<file path="config.mk">
export PLATFORM = sky130hd
export DESIGN_NAME = brp_top
export DESIGN_NICKNAME = d
export VERILOG_FILES = /design/src/rtl/brp_pkg.sv /design/src/rtl/brp_if.sv /design/src/rtl/brp_timer.sv /design/src/rtl/brp_axil.sv /design/src/rtl/brp_top.sv
export VERILOG_INCLUDE_DIRS = /design/src /design/src/rtl
export SDC_FILE = /design/constraint.sdc
export NUM_CORES = 1
export LEC_CHECK = 0
export ABC_AREA = 0
export BUFFER_PORTS_ARGS = -buffer_cell sky130_fd_sc_hd__buf_2
export CORE_ASPECT_RATIO = 0.9
export CORE_MARGIN = 2
export CORE_UTILIZATION = 45
export CTS_CLUSTER_DIAMETER = 150
export CTS_CLUSTER_SIZE = 16
export DETAILED_ROUTE_END_ITERATION = 10
export PLACE_DENSITY = 0.63
export SYNTH_ARGS = -nofsm -noshare
export SYNTH_HDL_FRONTEND = slang
export SYNTH_SLANG_ARGS = --single-unit
export TNS_END_PERCENT = 50
</file>
<file path="constraint.sdc">
create_clock -name SYS_CLK -period 3.8 [get_ports SYS_CLK]
set_input_delay 0.76 -clock SYS_CLK [delete_from_list [all_inputs] [get_ports SYS_CLK]]
set_output_delay 0.76 -clock SYS_CLK [all_outputs]
set_load 0.01 [all_outputs]
</file>
<file path="src/rtl/brp_regs.svh">
`ifndef BRP_REGS_SVH
`define BRP_REGS_SVH
`define BRP_ADDR_CTRL 8'h00
`define BRP_ADDR_STATUS 8'h04
`define BRP_ADDR_PF_BASE 8'h08
`define BRP_ADDR_PF_LIMIT 8'h0C
`define BRP_CTRL_NOPRED 2
`define BRP_CTRL_CFGCONV 3
`define BRP_CTRL_MRM_LSB 4
`define BRP_CTRL_MRL_LSB 6
`define BRP_CTRL_MR_LSB 8
`define BRP_CTRL_MASK 32'h0000_03FC
`define BRP_CTRL_RESET 32'h0000_0000
`define BRP_PF_BASE_RESET 32'h0000_0000
`define BRP_PF_LIMIT_RESET 32'h0000_0000
`define BRP_DISCARD_CYC 32'h0000_8000
`endif

</file>
<file path="src/rtl/brp_pkg.sv">
`default_nettype none
package brp_pkg;
  typedef enum logic [3:0] {
    BRP_CMD_MR = 4'h6,
    BRP_CMD_CFGRD = 4'hA,
    BRP_CMD_CFGWR = 4'hB,
    BRP_CMD_MRM = 4'hC,
    BRP_CMD_MRL = 4'hE,
    BRP_CMD_OTHER = 4'h0
  } brp_cmd_t;

  typedef enum logic [1:0] {
    BRP_LEN_REQ = 2'b00,
    BRP_LEN_LINE = 2'b01,
    BRP_LEN_FULL = 2'b10
  } brp_len_t;

  typedef struct packed {
    logic aw_have;
    logic [7:0] aw_addr;
    logic w_have;
    logic [31:0] w_data;
    logic [3:0] w_strb;
    logic awready;
    logic wready;
    logic bvalid;
    logic [1:0] bresp;
    logic arready;
    logic rvalid;
    logic [31:0] rdata;
    logic [1:0] rresp;
  } brp_axi_st_t;

  typedef struct packed {
    logic [31:0] count;
    logic expire;
  } brp_tmr_st_t;

  typedef struct packed {
    logic [31:0] ctrl;
    logic [31:0] pf_base;
    logic [31:0] pf_limit;
    logic retained;
    logic [31:0] ret_addr;
    logic [3:0] last_cmd;
    logic last_full;
    logic fetch_valid;
    brp_len_t fetch_len;
    logic fetch_pred;
    logic fetch_type1;
    logic [31:0] fetch_addr;
    logic hit;
  } brp_top_st_t;
endpackage : brp_pkg
`default_nettype wire

</file>
<file path="src/rtl/brp_if.sv">
`default_nettype none
interface brp_reg_if;
  logic wr_en;
  logic [7:0] wr_addr;
  logic [31:0] wr_data;
  logic [3:0] wr_strb;
  logic wr_ok;
  logic [7:0] rd_addr;
  logic [31:0] rd_data;
  logic rd_ok;
  modport slv (output wr_en, wr_addr, wr_data, wr_strb, rd_addr, input wr_ok, rd_data, rd_ok);
  modport regs (input wr_en, wr_addr, wr_data, wr_strb, rd_addr, output wr_ok, rd_data, rd_ok);
endinterface : brp_reg_if

interface brp_tmr_if;
  logic load;
  logic expire;
  modport tmr (input load, output expire);
  modport user (output load, input expire);
endinterface : brp_tmr_if
`default_nettype wire

</file>
<file path="src/rtl/brp_timer.sv">
`default_nettype none
module brp_timer
  import brp_pkg::*;
#(
  parameter logic [31:0] CYCLES = 32'h0000_8000
) (
  input wire logic clk,
  input wire logic rstn,
  brp_tmr_if.tmr t
);
  brp_tmr_st_t q;
  brp_tmr_st_t n;

  // A load restarts the count; the expiry pulse comes CYCLES edges after the load.
  always_comb begin
    n = q;
    n.expire = 1'b0;
    if (t.load) begin
      n.count = CYCLES;
    end else if (q.count != 32'h0000_0000) begin
      n.count = q.count - 32'h0000_0001;
      n.expire = (q.count == 32'h0000_0001);
    end
  end

  always_ff @(posedge clk or negedge rstn) begin
    if (!rstn) begin
      q <= '0;
    end else begin
      q <= n;
    end
  end

  assign t.expire = q.expire;
endmodule : brp_timer
`default_nettype wire

</file>
<file path="src/rtl/brp_axil.sv">
`default_nettype none
module brp_axil
  import brp_pkg::*;
(
  input wire logic clk,
  input wire logic rstn,
  input wire logic [7:0] awaddr,
  input wire logic awvalid,
  output logic awready,
  input wire logic [31:0] wdata,
  input wire logic [3:0] wstrb,
  input wire logic wvalid,
  output logic wready,
  output logic [1:0] bresp,
  output logic bvalid,
  input wire logic bready,
  input wire logic [7:0] araddr,
  input wire logic arvalid,
  output logic arready,
  output logic [31:0] rdata,
  output logic [1:0] rresp,
  output logic rvalid,
  input wire logic rready,
  brp_reg_if.slv r
);
  brp_axi_st_t q;
  brp_axi_st_t n;

  // Address and data are held separately, so either may arrive first.
  always_comb begin
    n = q;
    r.wr_en = 1'b0;
    if (awvalid && q.awready) begin
      n.aw_have = 1'b1;
      n.aw_addr = awaddr;
    end
    if (wvalid && q.wready) begin
      n.w_have = 1'b1;
      n.w_data = wdata;
      n.w_strb = wstrb;
    end
    if (q.bvalid && bready) begin
      n.bvalid = 1'b0;
    end
    if (n.aw_have && n.w_have && !n.bvalid) begin
      r.wr_en = 1'b1;
      n.bvalid = 1'b1;
      n.bresp = r.wr_ok ? 2'b00 : 2'b10;
      n.aw_have = 1'b0;
      n.w_have = 1'b0;
    end
    n.awready = !n.aw_have && !n.bvalid;
    n.wready = !n.w_have && !n.bvalid;
    if (q.rvalid && rready) begin
      n.rvalid = 1'b0;
    end
    if (arvalid && q.arready) begin
      n.rvalid = 1'b1;
      n.rdata = r.rd_data;
      n.rresp = r.rd_ok ? 2'b00 : 2'b10;
    end
    n.arready = !n.rvalid;
  end

  assign r.wr_addr = (awvalid && q.awready) ? awaddr : q.aw_addr;
  assign r.wr_data = (wvalid && q.wready) ? wdata : q.w_data;
  assign r.wr_strb = (wvalid && q.wready) ? wstrb : q.w_strb;
  assign r.rd_addr = araddr;

  always_ff @(posedge clk or negedge rstn) begin
    if (!rstn) begin
      q <= '0;
    end else begin
      q <= n;
    end
  end

  assign awready = q.awready;
  assign wready = q.wready;
  assign bvalid = q.bvalid;
  assign bresp = q.bresp;
  assign arready = q.arready;
  assign rvalid = q.rvalid;
  assign rdata = q.rdata;
  assign rresp = q.rresp;
endmodule : brp_axil
`default_nettype wire

</file>
<file path="src/rtl/brp_top.sv">
`include "brp_regs.svh"
`default_nettype none
module brp_top
  import brp_pkg::*;
#(
  parameter logic [31:0] DISCARD_CYCLES = `BRP_DISCARD_CYC
) (
  input wire logic SYS_CLK,
  input wire logic RSTN,
  input wire logic [7:0] S_AXI_AWADDR,
  input wire logic S_AXI_AWVALID,
  output logic S_AXI_AWREADY,
  input wire logic [31:0] S_AXI_WDATA,
  input wire logic [3:0] S_AXI_WSTRB,
  input wire logic S_AXI_WVALID,
  output logic S_AXI_WREADY,
  output logic [1:0] S_AXI_BRESP,
  output logic S_AXI_BVALID,
  input wire logic S_AXI_BREADY,
  input wire logic [7:0] S_AXI_ARADDR,
  input wire logic S_AXI_ARVALID,
  output logic S_AXI_ARREADY,
  output logic [31:0] S_AXI_RDATA,
  output logic [1:0] S_AXI_RRESP,
  output logic S_AXI_RVALID,
  input wire logic S_AXI_RREADY,
  input wire logic REQ_VALID,
  input wire logic [3:0] REQ_CMD,
  input wire logic [31:0] REQ_ADDR,
  input wire logic END_VALID,
  input wire logic END_BY_BRIDGE,
  input wire logic [31:0] END_ADDR,
  output logic FETCH_VALID,
  output logic [1:0] FETCH_LEN,
  output logic FETCH_PREDICT,
  output logic FETCH_TYPE1,
  output logic [31:0] FETCH_ADDR,
  output logic HIT,
  output logic RETAINED
);
  brp_top_st_t q;
  brp_top_st_t n;
  brp_reg_if r ();
  brp_tmr_if t ();
  brp_cmd_t cmd;
  logic in_pref;
  logic is_mem;
  logic is_hit;
  logic [1:0] mrm_f;
  logic [1:0] mrl_f;
  logic [1:0] mr_f;
  logic keep;

  brp_axil u_axil (
    .clk(SYS_CLK),
    .rstn(RSTN),
    .awaddr(S_AXI_AWADDR),
    .awvalid(S_AXI_AWVALID),
    .awready(S_AXI_AWREADY),
    .wdata(S_AXI_WDATA),
    .wstrb(S_AXI_WSTRB),
    .wvalid(S_AXI_WVALID),
    .wready(S_AXI_WREADY),
    .bresp(S_AXI_BRESP),
    .bvalid(S_AXI_BVALID),
    .bready(S_AXI_BREADY),
    .araddr(S_AXI_ARADDR),
    .arvalid(S_AXI_ARVALID),
    .arready(S_AXI_ARREADY),
    .rdata(S_AXI_RDATA),
    .rresp(S_AXI_RRESP),
    .rvalid(S_AXI_RVALID),
    .rready(S_AXI_RREADY),
    .r(r.slv)
  );

  brp_timer #(.CYCLES(DISCARD_CYCLES)) u_timer (
    .clk(SYS_CLK),
    .rstn(RSTN),
    .t(t.tmr)
  );

  function automatic logic [31:0] merge(input logic [31:0] old, input logic [31:0] wd,
                                        input logic [3:0] be);
    logic [31:0] res;
    res = old;
    for (int i = 0; i < 4; i++) begin
      if (be[i]) begin
        res[i*8 +: 8] = wd[i*8 +: 8];
      end
    end
    return res;
  endfunction : merge

  assign cmd = brp_cmd_t'(REQ_CMD);
  assign mrm_f = q.ctrl[`BRP_CTRL_MRM_LSB +: 2];
  assign mrl_f = q.ctrl[`BRP_CTRL_MRL_LSB +: 2];
  assign mr_f = q.ctrl[`BRP_CTRL_MR_LSB +: 2];
  assign in_pref = (REQ_ADDR >= q.pf_base) && (REQ_ADDR <= q.pf_limit);
  assign is_mem = (cmd == BRP_CMD_MR) || (cmd == BRP_CMD_MRL) || (cmd == BRP_CMD_MRM);
  assign is_hit = q.retained && (REQ_ADDR == q.ret_addr);

  // Register read decode.
  always_comb begin
    r.rd_ok = 1'b1;
    r.wr_ok = 1'b1;
    case (r.rd_addr[7:2])
      6'h00: r.rd_data = q.ctrl;
      6'h01: r.rd_data = {24'h00_0000, q.last_cmd, 2'b00, q.last_full, q.retained};
      6'h02: r.rd_data = q.pf_base;
      6'h03: r.rd_data = q.pf_limit;
      default: begin
        r.rd_data = 32'h0000_0000;
        r.rd_ok = 1'b0;
      end
    endcase
    if (r.wr_addr[7:2] > 6'h03) begin
      r.wr_ok = 1'b0;
    end
  end

  // Leftover data is kept only when the fetch was full and the policy matches who ended it.
  always_comb begin
    keep = 1'b0;
    if (q.last_full) begin
      case (q.last_cmd)
        BRP_CMD_MRM: keep = (mrm_f == 2'b11) || ((mrm_f == 2'b01) && END_BY_BRIDGE);
        BRP_CMD_MRL: begin
          keep = (mrl_f == 2'b11) || ((mrl_f == 2'b01) && !END_BY_BRIDGE);
        end
        default: keep = 1'b0;
      endcase
    end
  end

  always_comb begin
    n = q;
    t.load = 1'b0;
    n.fetch_valid = 1'b0;
    n.hit = 1'b0;
    if (r.wr_en) begin
      case (r.wr_addr[7:2])
        6'h00: n.ctrl = merge(q.ctrl, r.wr_data, r.wr_strb) & `BRP_CTRL_MASK;
        6'h02: n.pf_base = merge(q.pf_base, r.wr_data, r.wr_strb);
        6'h03: n.pf_limit = merge(q.pf_limit, r.wr_data, r.wr_strb);
        default: n.ctrl = q.ctrl;
      endcase
    end
    if (t.expire) begin
      n.retained = 1'b0;
    end
    if (END_VALID) begin
      if (keep) begin
        n.retained = 1'b1;
        n.ret_addr = END_ADDR;
        t.load = 1'b1;
      end
      n.last_full = 1'b0;
    end
    if (REQ_VALID) begin
      if ((cmd == BRP_CMD_CFGRD) || (cmd == BRP_CMD_CFGWR)) begin
        n.fetch_valid = 1'b1;
        n.fetch_len = BRP_LEN_REQ;
        n.fetch_pred = 1'b0;
        n.fetch_addr = REQ_ADDR;
        n.fetch_type1 = REQ_ADDR[0];
        if (q.ctrl[`BRP_CTRL_CFGCONV] && (REQ_ADDR[31:28] == 4'hF)) begin
          n.fetch_type1 = 1'b1;
          n.fetch_addr = {REQ_ADDR[31:1], 1'b1};
        end
      end else if (is_mem && is_hit) begin
        n.hit = 1'b1;
        n.retained = 1'b0;
      end else if (is_mem) begin
        n.retained = 1'b0;
        n.fetch_valid = 1'b1;
        n.fetch_addr = REQ_ADDR;
        n.fetch_type1 = 1'b0;
        n.fetch_pred = !q.ctrl[`BRP_CTRL_NOPRED];
        n.fetch_len = BRP_LEN_REQ;
        if (in_pref) begin
          case (cmd)
            BRP_CMD_MRM: n.fetch_len = (mrm_f == 2'b00) ? BRP_LEN_LINE : BRP_LEN_FULL;
            BRP_CMD_MRL: n.fetch_len = (mrl_f == 2'b00) ? BRP_LEN_LINE : BRP_LEN_FULL;
            default: n.fetch_len = mr_f[1] ? BRP_LEN_FULL : BRP_LEN_LINE;
          endcase
        end
        n.last_cmd = REQ_CMD;
        n.last_full = (n.fetch_len == BRP_LEN_FULL);
      end
    end
  end

  always_ff @(posedge SYS_CLK or negedge RSTN) begin
    if (!RSTN) begin
      q <= '0;
      q.ctrl <= `BRP_CTRL_RESET;
      q.pf_base <= `BRP_PF_BASE_RESET;
      q.pf_limit <= `BRP_PF_LIMIT_RESET;
    end else begin
      q <= n;
    end
  end

  assign FETCH_VALID = q.fetch_valid;
  assign FETCH_LEN = q.fetch_len;
  assign FETCH_PREDICT = q.fetch_pred;
  assign FETCH_TYPE1 = q.fetch_type1;
  assign FETCH_ADDR = q.fetch_addr;
  assign HIT = q.hit;
  assign RETAINED = q.retained;

  logic mem_new;
  assign mem_new = REQ_VALID && is_mem && !is_hit;
endmodule : brp_top
`default_nettype wire

</file>
# Yosys cells after proc, flatten, opt, wreduce, memory -nomap -nowiden
# Cells that the tools add are included.
[totals]
memories = 0
inputBits = 130
romBits = 0
register_bits = 268
latchBits = 0
elab_cells = 158
mem_bits_rw = 0
output_inout_bits = 80
[classes]
bitwise = 2
n_lt_le_gt_ge = 3
div_mod_pow = 0
n_mul = 0
shifts = 0
n_addsub = 1
n_mux = 48
n_eq_ne = 21
n_reduce_logical = 48
[op_table]
columns = ["cell", "count"]
rows = [
  ["$mux W33", 4],
  ["$pmux W32 S4", 1],
  ["$mux W38", 2],
  ["$mux W37", 2],
  ["$mux W32", 2],
  ["$mux W39", 1],
  ["$mux W35", 1],
  ["$reduce_and A3 Y1", 11],
  ["$eq A32 B1 Y1 const B", 1],
  ["$eq A32 B32 Y1", 1],
  ["$ge A32 B32 Y1", 1],
  ["$le A32 B32 Y1", 1],
  ["$reduce_bool A32 Y1", 1],
  ["$sub A32 B1 Y32 const B", 1],
  ["$eq A4 B4 Y1 const B", 7],
  ["$eq A6 B2 Y1 const B", 4],
  ["$mux W2", 10],
  ["$mux W1", 19],
  ["$logic_and A1 B1 Y1", 15],
  ["$logic_not A6 Y1", 2],
  ["$mux W9", 1],
  ["$mux W8", 1],
  ["$logic_not A1 Y1", 7],
  ["$eq A2 B2 Y1 const B", 3],
  ["other kinds (16)", 24],
]

# Longest topological paths before layout
# Gate-level depths: netlist of the first run.
[logic_depth]
ltp_word = 13
depth_mapped = 10
ltp_nobuf = 9

# Modules after synthesis
# Synthesis of the first run repeated with hierarchy kept, for this count alone.
[unflattened]
hier_cells = 1269
area_unflattened_um2 = 14315.0
[by_module_without_submodules]
columns = ["mod", "n_inst", "area_each_um2", "cells_each", "seq_area_each_um2"]
rows = [
  ["brp_top", 1, 8459.4, 806, 3703.6],
  ["brp_axil", 1, 3945.0, 277, 2127.0],
  ["brp_timer", 1, 1910.6, 186, 825.8],
]

# Worst setup path after synthesis of the first run
# OpenSTA, ideal clock, no wires.
[synth_path]
path_kind = "input port to flip-flop"
from = "input REQ_ADDR[22]"
to = "register q (netlist bit FETCH_ADDR[10])"
setup_ns = 0.125
path_stages = 9
t_arrival_ns = 2.706
path_slack_ns = 0.969
n_path_buf = 2
path_cell_list = "xnor2_1 -> nand4_1 -> nor4_1 -> nand4_1 -> nor2b_1 -> clkbuf_1 -> nor2_1 -> buf_2 -> mux2_2"
[synth_via]
elab_chain_len = 5
[synth_lines]
columns = ["element", "line_no", "text"]
rows = [
  ["start: declaration", "brp_top.sv:29", "input wire logic [31:0] REQ_ADDR,"],
  ["$eq A32 B32 Y1", "brp_top.sv:101", "assign is_hit = q.retained && (REQ_ADDR == q.ret_addr);"],
  ["$logic_and A1 B1 Y1", "brp_top.sv:101", ""],
  ["$logic_and A1 B1 Y1", "brp_top.sv:171", "end else if (is_mem && is_hit) begin"],
  ["$ne A2 B2 Y1 (no source line)", "-", ""],
  ["$reduce_and A3 Y1 (no source line)", "-", ""],
  ["end signal: assignment", "brp_top.sv:201", "q <= n;"],
  ["end: declaration", "brp_top.sv:41", "brp_top_st_t q;"],
]
# Every way passes these cells.
# A chain may end at the register's enable or synchronous reset.

# Final worst setup path of the first run
[layout_path]
from = "register u_timer.q[23] (netlist name)"
to = "register u_timer.q[16] (netlist name)"
[layout_via]
elab_chain_len = 2
[layout_lines]
columns = ["element", "line_no", "text"]
rows = [
  ["start: declaration", "brp_timer.sv:11", "brp_tmr_st_t q;"],
  ["start signal: assignment", "brp_timer.sv:30", "q <= n;"],
  ["$reduce_bool A32 Y1", "brp_timer.sv:20", "end else if (q.count != 32'h0000_0000) begin"],
  ["$reduce_bool A2 Y1 (no source line)", "-", ""],
]
# Every way passes these cells.

==> results of run 1 <==
-- through the flow --
| step | util (%) | instances |
|---|---|---|
| 3_5_place_dp | 49.3 | 1708 |
| 3_3_place_gp | 49.3 | 1708 |
| 5_1_grt | 51.2 | 1731 |
| 6_report | 51.2 | 1733 |
| 4_1_cts | 51.2 | 1730 |
| 2_1_floorplan | - | 1200 |
-- kinds of logic (layout without fill, tap and decap cells) --
logic type	count (synthesis)	count (layout)
compound gates	177	177
xor+xnor	61	61
fa+ha+maj	67	67
buf+inv	196	330
flops	264	264
mux	150	150
other cells	1	5
simple gates	283	283
-- critical path, cell delays in order, from the launching register on --
cell and delay (ps):
sky130_fd_sc_hd__dfrtp_1 400, sky130_fd_sc_hd__or4_1 620, sky130_fd_sc_hd__nor4b_1 280, sky130_fd_sc_hd__buf_4 170
sky130_fd_sc_hd__or3b_4 410, sky130_fd_sc_hd__o211ai_2 400, sky130_fd_sc_hd__buf_4 250, sky130_fd_sc_hd__nor3_1 70
sky130_fd_sc_hd__xnor2_1 160, sky130_fd_sc_hd__nand2b_1 70
-- registers in the layout, summed over array words and instances, names as in the netlist, 2 cells and up --
register	count
mr_f	2
FETCH_ADDR	32
mrl_f	2
mrm_f	2
u_axil.rdata	32
u_axil.q	44
FETCH_LEN	2
u_timer.q	32
q	103
-- where the power goes --
group / switching [mW] / leakage, nW / internal [mW]
Clock: 0.977 / 0.263 / 0.981
Sequential: 0.321 / 3.04 / 3.48
Combinational: 1.28 / 3.84 / 0.965
Total: 2.57 / 7.14 / 5.43
-- synth_stat cells, drive strengths merged, types with 16 or more instances --
master	instances	area share, %
nand2	78	2.2
nand4	20	0.95
dfrtp	264	50
nor2	89	2.5
ha	67	6.4
a21oi	53	2.0
clkbuf	33	0.94
buf	80	4.5
mux2i	37	2.8
mux2	109	9.3
nor3	16	0.68
inv	83	2.4
xnor2	52	3.5
o21ai	75	2.8
-- routing by layer --
metal  vias up  GRT usage, %  wire [µm]
li1       4294             -          -
met1      4452          31.8      15700
met5         -             0          0
met3        47          3.73       1700
met2       223          33.5      14600
met4         0          4.42        715
-- worst paths after layout --
kind,from,to,slack (ps),cells after the start
min,RSTN,mrm_f[1]$_DFFE_PN0P_,270,1
max reg2reg,u_timer.q[23]$_DFFE_PN0P_,u_timer.q[16]$_DFFE_PN0P_,860,9
max in group asynchronous,RSTN,u_timer.q[10]$_DFFE_PN0P_,2550,2
min in group SYS_CLK,S_AXI_RREADY,u_axil.rvalid$_DFF_PN0_,460,2
max,u_timer.q[23]$_DFFE_PN0P_,u_timer.q[16]$_DFFE_PN0P_,860,9
min reg2reg,u_axil.rdata[23]$_DFFE_PN0P_,u_axil.rdata[23]$_DFFE_PN0P_,480,2
-- layout make-up --
type,count,area share [%]
sequential,264,44.7
clock inverter,1,0.0593
tap,396,3.35
inverter,83,2.11
timing repair buffer,225,8.40
multi-input combinational,740,37.8
antenna,3,0.0508
clock buffer,21,3.56
==> out/results.txt, run 1 <==
Async set or reset register ratio after synthesis: 100%. The logs give 863 ps for the least setup slack across all paths after layout and 0.340 GHz for the achievable clock frequency. The tools report the top-level I/O count as 210.

TritonCTS built the clock tree. Summed over all layers, the global routing overflow is 0. Average cell area after synthesis: 11.0 µm².

Clock skew on the completed layout was measured at 15.3 ps. In this run, the number of DRC markers left after iteration 0 of detailed routing was 602. The tools report the number of different library cells in the post-synthesis netlist as 63. After layout, the minimum clock period comes to 2940 ps. The routed design has 32,700 µm of wire. After detailed routing, the number of vias per cell comes to 5.20.

Across the run, the number of max-cap violations was 0. For the pin with the worst max-slew slack, the measured transition is 804 ps. The logs give 5 for the number of detailed-routing iterations run before antenna repair and 264 for the number of sinks handled by clock tree synthesis. In this run the static leakage power is 7.14 nW. In the final layout, the multi-input gates occupy 5580 µm². The total power came out at 8.00 mW. The critical path in this run is classified as reg -> reg. Power density over the cells: 542 nW/µm².

The final number of setup-violating endpoints is 0. For the number of standard-cell rows in the floorplan, the log shows 59. After synthesis, the largest family of logic cells by area is multiplexers. The area growth from synthesis to final layout was 12.1%; the number of cells produced by synthesis was 1,199. Gates resized during post-CTS repair numbered 0. The number of hold buffers added after CTS was 0.

In the synthesized netlist the dominant register cell turns out to be sky130_fd_sc_hd__dfrtp_1. STA classifies the critical path startpoint as a flop. The layout cell share with drive strength beyond 1 is 29.0%. Entering global routing, the biggest net connects 94 pins. Of the total synthesized cell area, the portion taken by XOR and XNOR cells is 4.05%. The final number of max-transition violations was 0; the fraction of the yosys area taken by sequential cells was 50.1%. The run gives 9,016 as the via count of the routed design.

The floorplan step set the die width to 184 µm. The logs give 45.7% for the starting utilization of the core area and 0.293 mV for the worst vdd rail ir drop. For the setup total negative slack, the log shows 0 ps. During placement, the flow inserted port buffers numbering 203.

For the required arrival time at the worst endpoint, the log shows 4210 ps. The die covers 30,700 µm². The run finished with clean final reports. The die outline height came out at 166 µm. Summing all placed instances gives a cell area of 14,200 µm². The logs give 0 for the number of hold-slack violations in the final timing report and 28,900 µm² for the placeable core region. After detailed routing, the average wire length per cell comes to 18.9 µm. The library cells used most frequently in the layout, excluding fill and tap cells, are 264 x sky130_fd_sc_hd__dfrtp_1, 202 x sky130_fd_sc_hd__buf_2, 109 x sky130_fd_sc_hd__mux2_2, 88 x sky130_fd_sc_hd__nor2_1, 83 x sky130_fd_sc_hd__inv_1. The area fraction in compound gates after synthesis was 7.91%. The synthesized netlist devotes 6.36% of its cell area to adder and majority cells.

The global-route wire length before repair was 51,300 µm. On the final layout, the worst hold slack is 275 ps. Setup repair after global routing left no endpoint under its margin. Measured against the total synthesized area, the mux share comes to 12.8%. Counting along the longest clock path gives a buffer depth of 3. The worst pin sits at a relative slew slack of 46.3%. The TritonCTS buffer count was 20; the total setup buffers inserted after CTS was 0. The count of nets left with antenna violations after detail routing is 0, and the H-tree depth is 1. Counting flops with a built-in enable in the synthesized netlist gives 0. Global routing consumed, over all layers together, 21.6% of the routing resources.

The CTS clock-pin slew for the worst setup and hold paths came out at 70 ps. The path class of the lowest-slack min-delay path is in -> async. The simple-gate share of the synthesized area was 11.0%. The tools report the critical path capture point type as a flop.

Half-perimeter wire length of the detailed placement result: 24,400 µm. The register cell area after layout is 6610 µm². The tree is rooted in a sky130_fd_sc_hd__clkbuf_16.

The worst path uses 77.3% of the clock period. For the worst setup path, the data arrival time is 3340 ps. The tools report the count of synthesis-stage warnings from yosys as 0. Summing every instance area after synthesis gives 13,200 µm².

Counting flops and latches in the post-synthesis netlist gives 264. The filler cells instantiated in the layout total 2,691. The net count reported at finish was 1,531; the biggest fanout along the worst timing path was 6.

In the routed design, unresolved DRC markers number 0. The via count of the first global-routing pass came out at 9,146. Leaving out fill and tap cells, the most frequent cell in the layout is sky130_fd_sc_hd__dfrtp_1. At the end of routability-driven placement, the weighted congestion stood at 0.873.

For the worst-skew pair, the clock arrives at the later sink with an insertion delay of 520 ps. With fillers left out, the area of the finished cells amounts to 14,800 µm². Prior to clock tree synthesis, the placed netlist has a worst setup slack of 609 ps. The initial antenna violation count came out at 4.
Note: power is estimated with default switching activity, not from simulation.
==> run 2: changes to the inputs <==
Settings changed: ABC_AREA 0 to 1, PLACE_DENSITY 0.63 to 0.65.
Clock period 3.8 ns to 2.5 ns, I/O delays scaled along.
==> out/results.txt, run 2 <==
A synthesized cell averages 8.15 µm². Total net switching power: 4.28 mW. Measured against its own limit, the worst slew margin works out to 58.1%. The floorplan step defined a core boundary enclosing 30,700 µm². For the initial antenna violation count, the log shows 1.

The die is 171 µm tall. The clock passes through at most 3 buffers. The floorplan step set the die width to 189 µm. Relative to the synthesized area, the layout overhead comes to 12.0%. The count of flip-flops with a built-in enable after synthesis is 0. For this configuration, the core starts out at a cell density of 45.4%. The most used flip-flop cell after synthesis was sky130_fd_sc_hd__dfrtp_1.

The routed length per instance is 17.2 µm, and the number of resized instances in the post-cts repair step is 0. For the pin with the worst max-slew slack, the measured transition is 623 ps. The tree is rooted in a sky130_fd_sc_hd__clkbuf_16. In this run the worst path has a maximum fanout of 2. The critical path goes through inv_1 > ha_1 > nand2_1 > nor2_1 > nand2_1 > nor4_1 > buf_4 > nand2_1 > nand2_1 > nand4_1 > nand2_1. The global placer's final weighted congestion is 0.906.

The synthesized netlist devotes 9.15% of its cell area to compound gates. The largest registers in the layout are q (103), u_axil.q (44). Grouping stages by cell kind, the critical path spends the most delay in simple AND/OR/NAND/NOR gates.

The layout cell share with drive strength beyond 1 is 16.4%, and the floorplan die area is 32,400 µm². The maximum cell stage delay along the critical path is 490 ps. The Yosys step of the flow raised 0 warnings. The flop and latch count out of synthesis came out at 264.

The biggest area contributor in the post-synthesis netlist is sky130_fd_sc_hd__dfrtp_1. The critical path capture point type was a flop. Derived from the worst setup path, the maximum achievable clock frequency is 0.433 GHz. At the worst endpoint, the required time is 2950 ps. The netlist uses 43 different library cells. In the final layout, the multi-input gates occupy 5870 µm².

Internal power: 8.00 mW. The worst setup path is of the reg -> reg kind. The worst hold path belongs to the class in -> reg.

By instance count, the cell type seen most on the critical path is sky130_fd_sc_hd__nand2_1. For this design the static power due to leakage is 7.98 nW. The clock network burns 24.5% of the power.

Post-synthesis share of cell area spent on full adders, half adders and majority gates: 6.02%. The remaining global-route overflow came out at 0. Ranked by instance count, the synthesized netlist is headed by 516 x sky130_fd_sc_hd__nand2_1, 264 x sky130_fd_sc_hd__dfrtp_1, 176 x sky130_fd_sc_hd__inv_1.

The number of flip-flops in the largest register is 103, and the share of the clock period used by the worst path after layout is 92.4%. Counting flops per register, the top entry is q. The TritonCTS buffer count was 20; the post-synthesis xor/xnor area fraction was 2.20%. Setup repair after global routing left no endpoint under its margin. The tools report the H-tree depth as 1.

The logs give 50.8% for the fraction of the core area covered by cells at the end of the flow and 190 ps for the least setup slack across all paths after layout. Counting the fill cells in the layout gives 2,993. Dividing total power by cell area gives a power density of 788 nW/µm². The run finished with clean final reports. Register cell area after layout: 6610 µm². TritonCTS built the clock tree. The top-level I/O count was 210; the worst vdd rail ir drop was 0.579 mV. Data arrives at the worst endpoint at 2760 ps. Cell type of the slowest stage on the worst timing path: sky130_fd_sc_hd__nor4_1. The half-perimeter wire length of the detailed placement result is 29,300 µm. CTS clock-pin slew for the worst setup and hold paths: 70 ps. Entering global routing, the biggest net connects 77 pins. The count of buffers added on input and output ports is 203. The logs give 264 for the number of sinks handled by clock tree synthesis and 15.7 ps for the setup clock skew after layout. For this run, the post-layout net count is 2,046. The cts-stage hold buffer count is 1. The fraction of the yosys area taken by sequential cells is 47.5%, and the count of nets left with antenna violations after detail routing is 0. The share of synthesized area in the top cell type comes to 47.5%. For the number of hold-slack violations in the final timing report, the log shows 0. The part of the total power dissipated in sequential elements came out at 46.5%. The tools report the overall routed net length as 38,900 µm. The run gives 11.5k as the via count of the routed design.

The library cells used most frequently in the layout, excluding fill and tap cells, are 515 x sky130_fd_sc_hd__nand2_1, 264 x sky130_fd_sc_hd__dfrtp_1, 202 x sky130_fd_sc_hd__buf_2, 176 x sky130_fd_sc_hd__inv_1, 130 x sky130_fd_sc_hd__o21ai_0. The floorplan has 61 rows. After the first detailed-routing iteration, the DRC count stood at 842. The multiplexer share of the synthesized area was 0%; the total setup buffers inserted after CTS was 0. By area, the combinational part of the netlist is dominated by simple AND/OR/NAND/NOR gates. Prior to clock tree synthesis, the placed netlist has a worst setup slack of 5.06 ps. The worst path in the final design needs a cycle of 2310 ps, including I/O delays and setup. Setup violations remaining at the end of the flow were counted as 0. The number of detailed-routing iterations run before antenna repair was 6; the simple-gate share of the synthesized area was 24.7%. The final number of max-transition violations is 0. Of all flip-flops after synthesis, the portion carrying an async set or reset was 100%. The number of cells produced by synthesis is 1,707, and the fraction of power spent switching nets is 34.8%.

For the logic gate share of total power, the log shows 29.0%. The total power is 12.3 mW, and the routed via count divided by cell count is 5.07. The library cell used most frequently in the layout, excluding fill and tap cells, is sky130_fd_sc_hd__nand2_1.

The tools report the overall track demand over capacity in global routing as 24.1%. The number of buffers and inverters on the critical path is 2. After synthesis, the cell types taking the most area are sky130_fd_sc_hd__dfrtp_1 47%, sky130_fd_sc_hd__nand2_1 14%, sky130_fd_sc_hd__ha_1 6.0%.

Cell with the most instances after synthesis: sky130_fd_sc_hd__nand2_1. The clock reaches the later pin of the worst-skew pair after 510 ps. The cell area that synthesis handed to floorplanning was 13,900 µm².

The first global-routing pass estimated 60,400 µm of wire. After detailed routing, the number of remaining DRC violations is 0. Max-cap violations in this run came to 0. Via count of the first global-routing pass: 10.8k. The worst setup path is launched from a flop.
## run 2: cell families after synthesis
group / count (synthesis)
adders and majority gates: 67
buffers and inverters: 303
DFF: 264
and+or+nand+nor: 805
other: 1
xor gates and xnor gates: 35
AOI/OAI and AO/OA: 232
## run 2: final timing paths
kind	endpoint	cells after the start	slack, ps	start
hold / removal	q[69]$_DFFE_PN0P_	3	180	END_ADDR[26]
min in group asynchronous	FETCH_ADDR[27]$_DFFE_PN0P_	2	500	RSTN
max in group asynchronous	u_axil.rdata[11]$_DFFE_PN0P_	3	1200	RSTN
setup reg to reg	FETCH_LEN[1]$_DFFE_PN0P_	11	190	q[139]$_DFFE_PN0P_
setup / recovery	FETCH_LEN[1]$_DFFE_PN0P_	11	190	q[139]$_DFFE_PN0P_
hold reg to reg	u_axil.arready$_DFF_PN0_	1	470	u_axil.rvalid$_DFF_PN0_
## run 2: metrics by stage
stage / hold slack [ps] / cell area (µm²) / setup TNS (ps) / std cells
finish: 185 / 15600 / 0 / 2261
global route: 195 / 15600 / 0 / 2259
CTS: 168 / 15600 / 0 / 2258
detailed placement: 452 / 15000 / 0 / 2235
global placement: 445 / 15000 / -7.60 / 2235
floorplan: 204 / 13900 / 0 / 1708
## run 2: tightest hold or removal path, cell delays in order
cell	delay (ps)
sky130_fd_sc_hd__buf_2	70
sky130_fd_sc_hd__nand2_1	40
sky130_fd_sc_hd__nand2_1	50
## run 2: layer usage
metal,track usage (%),vias up,routed length [µm]
met4,4.25,0,645
met1,35.8,5438,18200
li1,-,5641,-
met5,0,-,0
met3,3.34,39,2660
met2,38.0,341,17400
## run 2: cell type report
cell class	count	share of cell area, %
sequential	264	42.4
multi-input combinational	1141	37.7
inverter	185	4.46
clock buffer	21	3.37
timing repair buffer	237	8.72
antenna	3	0.0482
tap	409	3.28
clock inverter	1	0.0562
## run 2: power by group through the flow
stage                     registers, mW  clock network [mW]  logic (mW)
after global routing               5.82                3.24        4.08
after detailed placement           5.78                   0        3.56
after floorplan                    5.67                   0        2.60
after global placement             5.75                   0        3.45
final                              5.71                3.01        3.57
after CTS                          5.70                3.09        3.59
